<file path="src/common/scsoc_pkg.sv">
// Purpose: shared constants for the scan converter status and output
//          control register bank
// Assumes: byte wide register port, 10 MHz device clock
// Notes:   register offsets, field positions, shadow reset values and window counts live here
package scsoc_pkg;

  // ==========================================================
  // byte addresses of the register bank
  localparam logic [7:0] ADDR_SW_CTRL_LO  = 8'h60;
  localparam logic [7:0] ADDR_STATUS_LO   = 8'h62;
  localparam logic [7:0] ADDR_STATUS_HI   = 8'h63;
  localparam logic [7:0] ADDR_OUT_CTRL_LO = 8'h64;
  localparam logic [7:0] ADDR_OUT_CTRL_HI = 8'h65;
  localparam logic [7:0] ADDR_EXT_CTRL_LO = 8'h66;

  // ==========================================================
  // software control low byte field
  localparam int CLR_CHANGE_COMPLETE_BIT = 3;

  // ==========================================================
  // software status low byte fields
  localparam int ST_READY_BIT      = 0;
  localparam int ST_ERROR_BIT      = 1;
  localparam int ST_CHG_START_BIT  = 2;
  localparam int ST_CHG_DONE_BIT   = 3;
  localparam int ST_CAL_ACQ_BIT    = 4;
  localparam int ST_VSYNC_ACT_BIT  = 5;
  localparam int ST_HSYNC_ACT_BIT  = 6;

  // ==========================================================
  // output control shadow fields (low byte, then high byte)
  localparam int OC_CLOCKS_PD_BIT  = 1;
  localparam int OC_ADC_PD_BIT     = 2;
  localparam int OC_COMP_PD_BIT    = 3;
  localparam int OC_YC_PD_BIT      = 4;
  localparam int OC_NOTCH_BIT      = 5;
  localparam int OC_BANDPASS_BIT   = 6;
  localparam int OC_PEDESTAL_BIT   = 7;
  localparam int OC_CLKSEL_LSB     = 0;
  localparam int OC_SCAN_BIT       = 2;
  localparam int OC_STANDARD_BIT   = 3;
  localparam int OC_FORMAT_LSB     = 4;

  // ==========================================================
  // extended control shadow low fields
  localparam int EC_ZOOM_BIT       = 0;
  localparam int EC_GAIN_BIT       = 1;
  localparam int EC_FREEZE_BIT     = 2;
  localparam int EC_INTL_DET_BIT   = 5;

  // ==========================================================
  // reset values and writable-bit masks
  localparam logic [15:0] OUT_CTRL_RESET   = 16'h0080;
  localparam logic [7:0]  EXT_CTRL_RESET   = 8'h00;
  localparam logic [7:0]  OUT_CTRL_LO_MASK = 8'hfe;
  localparam logic [7:0]  OUT_CTRL_HI_MASK = 8'h3f;
  localparam logic [7:0]  EXT_CTRL_LO_MASK = 8'h27;
  localparam logic [3:0]  MODE_FIELD_MASK  = 4'hf;

  // ==========================================================
  // mode range limits
  localparam logic [15:0] MIN_SYNC_COUNT   = 16'h0020;
  localparam logic [6:0]  MIN_ACTIVE_PCT   = 7'h14;
  localparam logic [15:0] MIN_TOTAL_SIZE   = 16'h0080;

  // ==========================================================
  // output clock source and output format codes
  localparam logic [1:0] CLKSEL_4FSC  = 2'h0;
  localparam logic [1:0] CLKSEL_NONSC = 2'h1;
  localparam logic [1:0] CLKSEL_8FSC  = 2'h2;
  localparam logic [1:0] FMT_YC_COMP  = 2'h0;
  localparam logic [1:0] FMT_RGB      = 2'h1;

  // ==========================================================
  // timing
  localparam int CLK_FREQ_HZ        = 10_000_000;
  localparam int SYNC_WINDOW_MS     = 100;
  localparam int SYNC_WINDOW_CYCLES = SYNC_WINDOW_MS * (CLK_FREQ_HZ / 1000);

endpackage

</file>
<file path="src/core/scsoc_regbank.sv">
// Purpose: status and output-mode control registers of the scan converter
// Assumes: serial control port decoder delivers one byte access per strobe
// Notes:   control outputs are registered copies, one cycle behind the bank
//
// What this block does
// - ready flag low until controller initialised
// - error flag on out-of-range mode parameters
// - mode-change-started set on change, cleared after calc
// - mode-change-complete sticky until host clear
// - vertical sync activity over last window
// - horizontal sync activity over last window
// - checksum shown in high status byte
// - power-down bits switch off their units
// - notch and bandpass filters inserted by bits
// - black pedestal inserted when bit set
// - two-bit output clock source decode
// - scan type and tv standard select
// - output format decode, top codes both yuv
// - clock scan standard change reinitialises output mode
// - clear-complete request bit self-clears after use
`timescale 1ns/1ns
module scsoc_regbank
  import scsoc_pkg::*;
#(
  parameter int SYNC_WINDOW_LEN = SYNC_WINDOW_CYCLES
)
(
  // clock and reset
  input  wire logic        CLK,
  input  wire logic        RSTN,
  // byte register port from the serial control decoder
  input  wire logic [7:0]  REG_ADDR,
  input  wire logic [7:0]  REG_WDATA,
  input  wire logic        REG_WR,
  input  wire logic        REG_RD,
  output logic      [7:0]  REG_RDATA,
  // internal controller events and measurements
  input  wire logic        CTRL_READY,
  input  wire logic        MODE_CHANGE_DET,
  input  wire logic        CALC_DONE,
  input  wire logic [15:0] IN_HCOUNT,
  input  wire logic [15:0] IN_VCOUNT,
  input  wire logic [6:0]  HACTIVE_PCT,
  input  wire logic [6:0]  VACTIVE_PCT,
  input  wire logic [15:0] TOTAL_PIXELS,
  input  wire logic [15:0] TOTAL_LINES,
  input  wire logic [7:0]  CHECKSUM_IN,
  // capture window calibration sample
  input  wire logic        CAL_SAMPLE,
  input  wire logic [11:0] CAL_H_START,
  input  wire logic [11:0] CAL_H_END,
  input  wire logic [11:0] CAL_V_START,
  input  wire logic [11:0] CAL_V_END,
  output logic             USE_CAL_DEFAULTS,
  // sync pins, asynchronous
  input  wire logic        HSYNC_IN,
  input  wire logic        VSYNC_IN,
  // encoder power and filter controls
  output logic             CLOCKS_PD,
  output logic             INPUT_ADC_PD,
  output logic             COMPOSITE_PD,
  output logic             LUMA_CHROMA_PD,
  output logic             LUMA_NOTCH_ON,
  output logic             CHROMA_BANDPASS_ON,
  output logic             BLACK_PEDESTAL_ON,
  // output mode controls
  output logic             CLK_SRC_4FSC,
  output logic             CLK_SRC_NONSC,
  output logic             CLK_SRC_8FSC,
  output logic             SCAN_PROGRESSIVE,
  output logic             STANDARD_PAL,
  output logic             FMT_YC_COMPOSITE,
  output logic             FMT_RGB_OUT,
  output logic             FMT_YUV_OUT,
  output logic             OUTPUT_REINIT,
  // extended controls
  output logic             ZOOM_ON,
  output logic             INPUT_GAIN_HIGH,
  output logic             FREEZE_ON,
  output logic             INTERLACED_DETECT_ON
);

  // ==========================================================
  // helpers

  // any parameter too small to calculate a mode
  function automatic logic out_of_range(
    input logic [15:0] hc,
    input logic [15:0] vc,
    input logic [6:0]  hp,
    input logic [6:0]  vp,
    input logic [15:0] tp,
    input logic [15:0] tl
  );
    out_of_range = (hc < MIN_SYNC_COUNT) || (vc < MIN_SYNC_COUNT) ||
                   (hp < MIN_ACTIVE_PCT) || (vp < MIN_ACTIVE_PCT) ||
                   (tp < MIN_TOTAL_SIZE) || (tl < MIN_TOTAL_SIZE);
  endfunction

  // write strobe for one byte address
  function automatic logic wr_hit(input logic [7:0] a);
    wr_hit = REG_WR && (REG_ADDR == a);
  endfunction

  // ==========================================================
  // state
  logic        ready_r;       // controller ready
  logic        error_r;       // mode out of range
  logic        chg_start_r;   // mode change in progress
  logic        chg_done_r;    // mode change complete, sticky
  logic        cal_acq_r;     // calibration acquired
  logic        vs_act_r;      // vsync seen in last window
  logic        hs_act_r;      // hsync seen in last window
  logic [7:0]  cksum_r;       // firmware checksum copy
  logic        clr_req_r;     // clear-complete request
  logic [7:0]  oc_lo_r;       // output control shadow low
  logic [7:0]  oc_hi_r;       // output control shadow high
  logic [7:0]  ec_lo_r;       // extended control shadow low
  logic        reinit_r;      // one-cycle reinit pulse
  logic [7:0]  status_lo;     // assembled status byte
  logic        cal_ok;        // window values acceptable
  logic        chg_done_nxt;
  logic        win_end;       // last cycle of a sync window
  logic [19:0] win_cnt_r;     // sync window counter
  logic        hs_meta_r;     // sync stage 1, read only by stage 2
  logic        hs_sync_r;
  logic        hs_prev_r;
  logic        vs_meta_r;
  logic        vs_sync_r;
  logic        vs_prev_r;
  logic        hs_seen_r;     // edge seen in current window
  logic        vs_seen_r;
  logic        hs_edge;
  logic        vs_edge;

  // ==========================================================
  // controller status flags

  // ready stays low until the controller reports done
  always_ff @(posedge CLK or negedge RSTN)
  begin
    if (!RSTN)
      ready_r <= 1'b0;
    else if (CTRL_READY)
      ready_r <= 1'b1;
  end

  // error is judged on the parameters present when calc finishes
  always_ff @(posedge CLK or negedge RSTN)
  begin
    if (!RSTN)
      error_r <= 1'b0;
    else if (CALC_DONE)
      error_r <= out_of_range(IN_HCOUNT, IN_VCOUNT, HACTIVE_PCT,
                              VACTIVE_PCT, TOTAL_PIXELS,
                              TOTAL_LINES);
  end

  // a new change wins over a finishing calculation
  always_ff @(posedge CLK or negedge RSTN)
  begin
    if (!RSTN)
      chg_start_r <= 1'b0;
    else if (MODE_CHANGE_DET)
      chg_start_r <= 1'b1;
    else if (CALC_DONE)
      chg_start_r <= 1'b0;
  end

  // completion set wins over a host clear in the same cycle
  assign chg_done_nxt = CALC_DONE | (chg_done_r & ~clr_req_r);

  always_ff @(posedge CLK or negedge RSTN)
  begin
    if (!RSTN)
      chg_done_r <= 1'b0;
    else
      chg_done_r <= chg_done_nxt;
  end

  // request lives one cycle; it clears the flag and also reads back as bit 3
  always_ff @(posedge CLK or negedge RSTN)
  begin
    if (!RSTN)
      clr_req_r <= 1'b0;
    else if (wr_hit(ADDR_SW_CTRL_LO))
      clr_req_r <= REG_WDATA[CLR_CHANGE_COMPLETE_BIT];
    else
      clr_req_r <= 1'b0;
  end

  // ==========================================================
  // input calibration

  assign cal_ok = (CAL_H_END > CAL_H_START) && (CAL_V_END > CAL_V_START);

  // mode change forces a re-acquire; an acceptable sample wins
  always_ff @(posedge CLK or negedge RSTN)
  begin
    if (!RSTN)
      cal_acq_r <= 1'b0;
    else if (CAL_SAMPLE && cal_ok)
      cal_acq_r <= 1'b1;
    else if (MODE_CHANGE_DET)
      cal_acq_r <= 1'b0;
  end

  // ==========================================================
  // sync activity monitor

  // two-stage synchronisers, edges taken after stage 2 only
  always_ff @(posedge CLK or negedge RSTN)
  begin
    if (!RSTN)
    begin
      hs_meta_r <= 1'b0;
      hs_sync_r <= 1'b0;
      hs_prev_r <= 1'b0;
      vs_meta_r <= 1'b0;
      vs_sync_r <= 1'b0;
      vs_prev_r <= 1'b0;
    end
    else
    begin
      hs_meta_r <= HSYNC_IN;
      hs_sync_r <= hs_meta_r;
      hs_prev_r <= hs_sync_r;
      vs_meta_r <= VSYNC_IN;
      vs_sync_r <= vs_meta_r;
      vs_prev_r <= vs_sync_r;
    end
  end

  assign hs_edge = hs_sync_r & ~hs_prev_r;
  assign vs_edge = vs_sync_r & ~vs_prev_r;
  assign win_end = (win_cnt_r == 20'(SYNC_WINDOW_LEN - 1));

  // free-running window counter
  always_ff @(posedge CLK or negedge RSTN)
  begin
    if (!RSTN)
      win_cnt_r <= 20'h00000;
    else if (win_end)
      win_cnt_r <= 20'h00000;
    else
      win_cnt_r <= win_cnt_r + 20'h00001;
  end

  // an edge in the closing cycle still counts for that window
  always_ff @(posedge CLK or negedge RSTN)
  begin
    if (!RSTN)
    begin
      hs_seen_r <= 1'b0;
      vs_seen_r <= 1'b0;
      hs_act_r  <= 1'b0;
      vs_act_r  <= 1'b0;
    end
    else if (win_end)
    begin
      vs_act_r  <= vs_seen_r | vs_edge;
      hs_act_r  <= hs_seen_r | hs_edge;
      hs_seen_r <= 1'b0;
      vs_seen_r <= 1'b0;
    end
    else
    begin
      hs_seen_r <= hs_seen_r | hs_edge;
      vs_seen_r <= vs_seen_r | vs_edge;
    end
  end

  // checksum copied each cycle from the controller
  always_ff @(posedge CLK or negedge RSTN)
  begin
    if (!RSTN)
      cksum_r <= 8'h00;
    else
      cksum_r <= CHECKSUM_IN;
  end

  // ==========================================================
  // host writable shadows

  // status bytes have no write path at all, so a stray write is inert
  always_ff @(posedge CLK or negedge RSTN)
  begin
    if (!RSTN)
    begin
      oc_lo_r <= OUT_CTRL_RESET[7:0];
      oc_hi_r <= OUT_CTRL_RESET[15:8];
      ec_lo_r <= EXT_CTRL_RESET;
    end
    else
    begin
      if (wr_hit(ADDR_OUT_CTRL_LO))
        oc_lo_r <= REG_WDATA & OUT_CTRL_LO_MASK;
      if (wr_hit(ADDR_OUT_CTRL_HI))
        oc_hi_r <= REG_WDATA & OUT_CTRL_HI_MASK;
      if (wr_hit(ADDR_EXT_CTRL_LO))
        ec_lo_r <= REG_WDATA & EXT_CTRL_LO_MASK;
    end
  end

  // pulse when clock, scan or standard bits actually change
  always_ff @(posedge CLK or negedge RSTN)
  begin
    if (!RSTN)
      reinit_r <= 1'b0;
    else
      reinit_r <= wr_hit(ADDR_OUT_CTRL_HI) &&
                  ((REG_WDATA[3:0] ^ oc_hi_r[3:0]) != 4'h0);
  end

  // ==========================================================
  // read side

  // status byte; bit 7 stays zero
  always_comb
  begin
    status_lo = 8'h00;
    status_lo[ST_READY_BIT]     = ready_r;
    status_lo[ST_ERROR_BIT]     = error_r;
    status_lo[ST_CHG_START_BIT] = chg_start_r;
    status_lo[ST_CHG_DONE_BIT]  = chg_done_r;
    status_lo[ST_CAL_ACQ_BIT]   = cal_acq_r;
    status_lo[ST_VSYNC_ACT_BIT] = vs_act_r;
    status_lo[ST_HSYNC_ACT_BIT] = hs_act_r;
  end

  // one byte per address; unmapped addresses read zero
  always_ff @(posedge CLK or negedge RSTN)
  begin
    if (!RSTN)
      REG_RDATA <= 8'h00;
    else if (REG_RD)
    begin
      case (REG_ADDR)
        ADDR_SW_CTRL_LO:  REG_RDATA <= {4'h0, clr_req_r, 3'h0};
        ADDR_STATUS_LO:   REG_RDATA <= status_lo;
        ADDR_STATUS_HI:   REG_RDATA <= cksum_r;
        ADDR_OUT_CTRL_LO: REG_RDATA <= oc_lo_r;
        ADDR_OUT_CTRL_HI: REG_RDATA <= oc_hi_r;
        ADDR_EXT_CTRL_LO: REG_RDATA <= ec_lo_r;
        default:          REG_RDATA <= 8'h00;
      endcase
    end
  end

  // ==========================================================
  // registered control outputs, one cycle behind the shadows
  always_ff @(posedge CLK or negedge RSTN)
  begin
    if (!RSTN)
    begin
      CLOCKS_PD            <= 1'b0;
      INPUT_ADC_PD         <= 1'b0;
      COMPOSITE_PD         <= 1'b0;
      LUMA_CHROMA_PD       <= 1'b0;
      LUMA_NOTCH_ON        <= 1'b0;
      CHROMA_BANDPASS_ON   <= 1'b0;
      BLACK_PEDESTAL_ON    <= 1'b0;
      CLK_SRC_4FSC         <= 1'b0;
      CLK_SRC_NONSC        <= 1'b0;
      CLK_SRC_8FSC         <= 1'b0;
      SCAN_PROGRESSIVE     <= 1'b0;
      STANDARD_PAL         <= 1'b0;
      FMT_YC_COMPOSITE     <= 1'b0;
      FMT_RGB_OUT          <= 1'b0;
      FMT_YUV_OUT          <= 1'b0;
      ZOOM_ON              <= 1'b0;
      INPUT_GAIN_HIGH      <= 1'b0;
      FREEZE_ON            <= 1'b0;
      INTERLACED_DETECT_ON <= 1'b0;
      USE_CAL_DEFAULTS     <= 1'b1;
      OUTPUT_REINIT        <= 1'b0;
    end
    else
    begin
      CLOCKS_PD          <= oc_lo_r[OC_CLOCKS_PD_BIT];
      INPUT_ADC_PD       <= oc_lo_r[OC_ADC_PD_BIT];
      COMPOSITE_PD       <= oc_lo_r[OC_COMP_PD_BIT];
      LUMA_CHROMA_PD     <= oc_lo_r[OC_YC_PD_BIT];
      LUMA_NOTCH_ON      <= oc_lo_r[OC_NOTCH_BIT];
      CHROMA_BANDPASS_ON <= oc_lo_r[OC_BANDPASS_BIT];
      BLACK_PEDESTAL_ON  <= oc_lo_r[OC_PEDESTAL_BIT];
      // code 11 selects no source
      CLK_SRC_4FSC  <= oc_hi_r[OC_CLKSEL_LSB+:2] == CLKSEL_4FSC;
      CLK_SRC_NONSC <= oc_hi_r[OC_CLKSEL_LSB+:2] == CLKSEL_NONSC;
      CLK_SRC_8FSC  <= oc_hi_r[OC_CLKSEL_LSB+:2] == CLKSEL_8FSC;
      SCAN_PROGRESSIVE <= oc_hi_r[OC_SCAN_BIT];
      STANDARD_PAL     <= oc_hi_r[OC_STANDARD_BIT];
      FMT_YC_COMPOSITE <= oc_hi_r[OC_FORMAT_LSB+:2] == FMT_YC_COMP;
      FMT_RGB_OUT      <= oc_hi_r[OC_FORMAT_LSB+:2] == FMT_RGB;
      FMT_YUV_OUT      <= oc_hi_r[OC_FORMAT_LSB+1];
      ZOOM_ON              <= ec_lo_r[EC_ZOOM_BIT];
      INPUT_GAIN_HIGH      <= ec_lo_r[EC_GAIN_BIT];
      FREEZE_ON            <= ec_lo_r[EC_FREEZE_BIT];
      INTERLACED_DETECT_ON <= ec_lo_r[EC_INTL_DET_BIT];
      USE_CAL_DEFAULTS     <= ~cal_acq_r;
      OUTPUT_REINIT        <= reinit_r;
    end
  end
endmodule

</file>
<file path="config.mk">
export PLATFORM = sky130hd
export DESIGN_NAME = scsoc_regbank
export DESIGN_NICKNAME = d
export VERILOG_FILES = /design/src/common/scsoc_pkg.sv /design/src/core/scsoc_regbank.sv
export SDC_FILE = /design/constraint.sdc
export NUM_CORES = 1
export LEC_CHECK = 0
export ABC_AREA = 1
export BUFFER_PORTS_ARGS = -buffer_cell sky130_fd_sc_hd__buf_2
export CAP_MARGIN = 20
export CORE_ASPECT_RATIO = 1.25
export CORE_UTILIZATION = 25
export DETAILED_ROUTE_END_ITERATION = 10
export PLACE_DENSITY = 0.55
export SYNTH_ARGS = -nofsm -noshare
export SYNTH_HDL_FRONTEND = slang
export SYNTH_SLANG_ARGS = --single-unit
</file>
<file path="constraint.sdc">
create_clock -name CLK -period 2.6 [get_ports CLK]
set_input_delay 0.52 -clock CLK [delete_from_list [all_inputs] [get_ports CLK]]
set_output_delay 0.52 -clock CLK [all_outputs]
set_load 0.005 [all_outputs]
</file>
# [Yosys cells after proc, flatten, opt, wreduce, memory -nomap -nowiden]
# Cells that the tools add are included.
[totals] register_bits=91 latchBits=0 ramBits=0 romBits=0 in_bits=160 output_inout_bits=29 elab_cells=100 n_memories=0
[op_classes] add_sub_neg=1 multipliers=0 n_div=0 order_cmp=8 n_eq_ne=10 shift=0 muxes=9 n_bitwise=11 n_reduce_logical=17
[ops] operator="$eq A8 B7 Y1 const B" n=6
[ops] operator="$pmux W8 S6" n=1
[ops] operator="$lt A16 B6 Y1 const B" n=2
[ops] operator="$lt A16 B8 Y1 const B" n=2
[ops] operator="$gt A12 B12 Y1" n=2
[ops] operator="$add A20 B1 Y20 const B" n=1
[ops] operator="$eq A20 B20 Y1 const B" n=1
[ops] operator="$mux W20" n=1
[ops] operator="$lt A7 B5 Y1 const B" n=2
[ops] operator="$logic_and A1 B1 Y1" n=7
[ops] operator="$mux W1" n=7
[ops] operator="$logic_or A1 B1 Y1" n=5
[ops] operator="$eq A2 B1 Y1 const B" n=2
[ops] operator="$logic_not A2 Y1" n=2
[ops] operator="$not A1 Y1" n=4
[ops] operator="$reduce_bool A2 Y1" n=2
[ops] operator="$reduce_bool A4 Y1" n=1
[ops] operator="$xor A4 B4 Y4" n=1
[ops] operator="$and A1 B1 Y1" n=3
[ops] operator="$or A1 B1 Y1" n=3
[ops] operator="$eq A2 B2 Y1 const B" n=1

# [Depth between registers and ports, before layout]
[logic_depth] word_depth=6 ltp_mapped=11 depth_no_buf=11

# [Least setup slack after synthesis]
# OpenSTA, ideal clock, no wires.
[synth_timing] path_kind="input port to flip-flop" from="in CAL_V_START[7]" to="reg cal_acq_r" setup_time_ns=0.117 arrival_ns=1.300 required_time_ns=2.483 slack_ns=1.182 path_stages=9 n_path_buf=0 cell_sequence="inv_1 > ha_1 > nand2_1 > nor2_1 > and2_1 > nand2_1 > nand3_1 > nand3_1 > nand2_1"
[synth_via] elab_chain_len=4 elab_cells_between_ends=5 cone_classes="order compare: 1; mux: 1; reduce/logical: 3"
[synth_rtl] item="start, declared" line_no="scsoc_regbank.sv:52" source="input wire logic [11:0] CAL_V_START,"
[synth_rtl] item="$gt A12 B12 Y1 *" line_no="scsoc_regbank.sv:195" source="assign cal_ok = (CAL_H_END > CAL_H_START) && (CAL_V_END > CAL_V_START);"
[synth_rtl] item="$logic_and A1 B1 Y1 *" line_no="scsoc_regbank.sv:195"
[synth_rtl] item="$logic_and A1 B1 Y1 *" line_no="scsoc_regbank.sv:202" source="else if (CAL_SAMPLE && cal_ok)"
[synth_rtl] item="$mux W1 or $reduce_bool A2 Y1 (tied branches)"
[synth_rtl] item="end signal, assigned" line_no="scsoc_regbank.sv:201" source="cal_acq_r <= 1'b0;"
[synth_rtl] item="end signal, assigned" line_no="scsoc_regbank.sv:203" source="cal_acq_r <= 1'b1;"
[synth_rtl] item="end signal, assigned" line_no="scsoc_regbank.sv:205" source="cal_acq_r <= 1'b0;"
[synth_rtl] item="end, declared" line_no="scsoc_regbank.sv:111" source="logic cal_acq_r;"
# Mark *: on every way between the ends. The rest lies on a longest branch, timed or not.
# A chain may end at the register's enable or synchronous reset.

# [Worst setup path after layout]
[layout_timing] from="reg win_cnt_r[0]" to="reg win_cnt_r[16]"
[layout_via] elab_chain_len=2 elab_cells_between_ends=3 cone_classes="add/sub: 1; eq/ne: 1; mux: 1"
[layout_rtl] item="start, declared" line_no="scsoc_regbank.sv:124" source="logic [19:0] win_cnt_r;"
[layout_rtl] item="start signal, assigned" line_no="scsoc_regbank.sv:246" source="win_cnt_r <= win_cnt_r + 20'h00001;"
[layout_rtl] item="$add A20 B1 Y20 or $eq A20 B20 Y1 (tied branches)" line_no="scsoc_regbank.sv:246, scsoc_regbank.sv:236"
[layout_rtl] item="$mux W20 *" line_no="scsoc_regbank.sv:243" source="else if (win_end)"
# Marked as above.

==> metrics.csv <==
metric,value,unit
hpwl,9820,µm
syn_inst,571,
cts_hold_buf,0,
finalHoldViolCount,0,
core,18200,µm²
rsz0062_at_grt,no,
cpMaxStageDelayCell,dfrtp_1,
io_pins,189,
reg2reg_depth,6,
drive_above_1_share,0.282,
worstMarginPinSlew,0.510,ns
worst_ir_drop_vdd,0.306,mV
cts_tree,yes,
layout.nets,926,
dieArea,19400,µm²
dp.cells,958,
crit_top_cell,nor2_1,
overflow,0,
syn2layout_area_growth,29.1,%
syn_area,4700,µm²
dr.pass1.iters,4,
switching_share,0.249,
report.final.slew_viol_count,0,
globalplace.congestion,0.845,
via_per_inst,4.24,
grt_start_max_net_pins,40,
path_max_fanout,5,
tns,0,ns
synth_seq_cells,91,
die_x,125,µm
drc,0,
synth_nets,756,
synth_flop_cell,dfrtp_1,
maxCapViolations,0,
grt_pass1_vias,4180,
grt_pass1_wl,20300,µm
clk-insertion-delay-late,0.35,ns
antenna_left,0,
routed_wl,12200,µm
cts_made_buffers,9,
cpPeakStageDelay,0.39,ns
first_iter_violations,185,
p_leak,3.33,nW
fin_area,6070,µm²
critPathKind,flip-flop to flip-flop,
reg2reg_to,win_cnt_r[16]$_DFF_PN0_,
cpLargestDelayFamily,simple AND/OR/NAND/NOR gates,
cts_resized,0,
pwr-share-clk,0.406,
relSlewSlack,0.660,
p_int,2.28,mW
max_freq,668,MHz
period_needed,1.50,ns
synthArstFlopShare,1.00,
clock_path_buffers,2,
start_util,0.258,
p_seq_frac,0.491,
cts_root_buf,clkbuf_16,
post-route-period-util,0.576,
path_cells,ha_1 > nand3_4 > nor4_1 > nand2_1 > nor2_1 > nor2_1,
rrSetupSlack,1.10,ns
rr_startpoint,win_cnt_r[0]$_DFF_PN0_,
crit_path_start_kind,flip-flop,
yosysUniqueCellTypes,37,
comb_power_share,0.104,
rows,55,
arrival,1.74,ns
path_clk_slew,0.07,ns
fillCellCount,1956,
outcome,completed,
synth_seq_area_share,0.485,
cts_sinks,91,
track_usage,0.134,
htreeDepth,3,
worstPathRequired,2.84,ns
placed_area,5800,µm²
fin_util,0.333,
setup_viol_count_final,0,
synth-edff-count,0,
layout.cells.non_filler,973,
path_depth,6,
cts_setup_buffers,0,
fp.dieH,155,µm
switching_power,0.757,mW
power_density,501,nW/µm²
n_antenna_cell,0,
dr_total_vias,4127,
port-buffer-count,160,
post_drt_wl_per_cell,12.5,µm
grt_antenna_before_repair,0,
syn_avg_cell_area,8.24,µm²
path_buf_inv,0,
crit_path_end_kind,flip-flop,
yosysWarnings,0,
min_path_type,input pin to asynchronous set/reset pin,
fin_skew,0.00607,ns
==> layout make-up <==
cell class              instances  area (µm²)  share of cell area
clock buffers                  10         239              0.0393
clock inverters                 5        38.8             0.00639
inverters                      92         347              0.0571
multi-input cells             383        2050               0.338
flip-flops and latches         91        2280               0.375
well taps                     228         285              0.0470
repair buffers                164         833               0.137
==> cells in the mapped netlist, drive strengths merged (4+ instances only) <==
cell type	count	area share
nand2	131	0.11
inv	90	0.072
dfrtp	89	0.47
nor2	84	0.079
nand3	52	0.064
o21ai	27	0.029
ha	25	0.066
nand4	14	0.019
a21oi	12	0.013
nor3	9	0.012
xor2	9	0.017
buf	5	0.0059
or2	4	0.0053
==> power by group through the flow <==
stage                     clock network (mW)  registers [mW]  logic (mW)
final                                   1.23            1.49       0.315
after global routing                    1.36            1.50       0.372
after CTS                               1.28            1.49       0.324
after detailed placement                   0            1.52       0.322
after global placement                     0            1.52       0.319
after floorplan                            0            1.51       0.135
==> kinds of logic (layout without fill, tap and decap cells) <==
family                   count (synthesis)  in the layout  share of synthesized area
AO/OA/AOI/OAI                           48             48                     0.0553
XOR/XNOR                                11             11                     0.0205
adder cells (fa/ha/maj)                 25             25                     0.0665
buffers and inverters                   97            271                     0.0795
flip-flops                              91             91                      0.485
AND/OR/NAND/NOR                        299            299                      0.294
==> registers in the layout (all words and copies together), names as in the netlist, 4 cells and up <==
name       count
REG_RDATA      8
cksum_r        8
ec_lo_r        4
oc_hi_r        6
oc_lo_r        7
win_cnt_r     20
==> per-stage QoR <==
step	hold WS (ns)	power, mW	setup WS [ns]
finish	0.138	3.04	1.10
floorplan	0.224	1.64	1.18
CTS	0.141	3.10	1.08
global placement	0.336	1.84	0.795
detailed placement	0.336	1.84	0.782
global route	0.167	3.23	0.980
==> cells in the final DEF (no fill, tap or decap), types with 3 or more instances in the layout <==
cell type and n:
a21oi_1 12, buf_2 159, buf_4 5, clkbuf_16 9, dfrtp_1 89, ha_1 25, inv_1 89, nand2_1 125
nand2_2 6, nand3_1 47, nand3_2 3, nand4_1 14, nor2_1 73, nor2_2 5, nor2_4 6, nor3_1 8
o21ai_0 16, o21ai_1 11, or2_2 4, xor2_1 9
==> per-layer routing <==
layer / global-route usage / vias to the layer above / wire [µm] / part of all wire
li1: - / 2150 / - / -
met2: 0.234 / 116 / 6050 / 0.50
met1: 0.153 / 1848 / 5080 / 0.42
met3: 0.0471 / 13 / 803 / 0.066
met4: 0.0436 / 0 / 222 / 0.018
met5: 0 / - / 0 / 0
==> how the worst max path moves through the flow <==
stage,start,to
after CTS,USE_CAL_DEFAULTS$_DFF_PN1_,USE_CAL_DEFAULTS
after detailed placement,REG_ADDR[7],REG_RDATA[5]$_DFFE_PN0P_
after global placement,REG_ADDR[7],REG_RDATA[5]$_DFFE_PN0P_
after global routing,REG_ADDR[7],REG_RDATA[5]$_DFFE_PN0P_
final,win_cnt_r[0]$_DFF_PN0_,win_cnt_r[16]$_DFF_PN0_
after floorplan,CAL_V_START[7],cal_acq_r$_DFFE_PN0P_
Note: power is estimated with default switching activity, not from simulation.
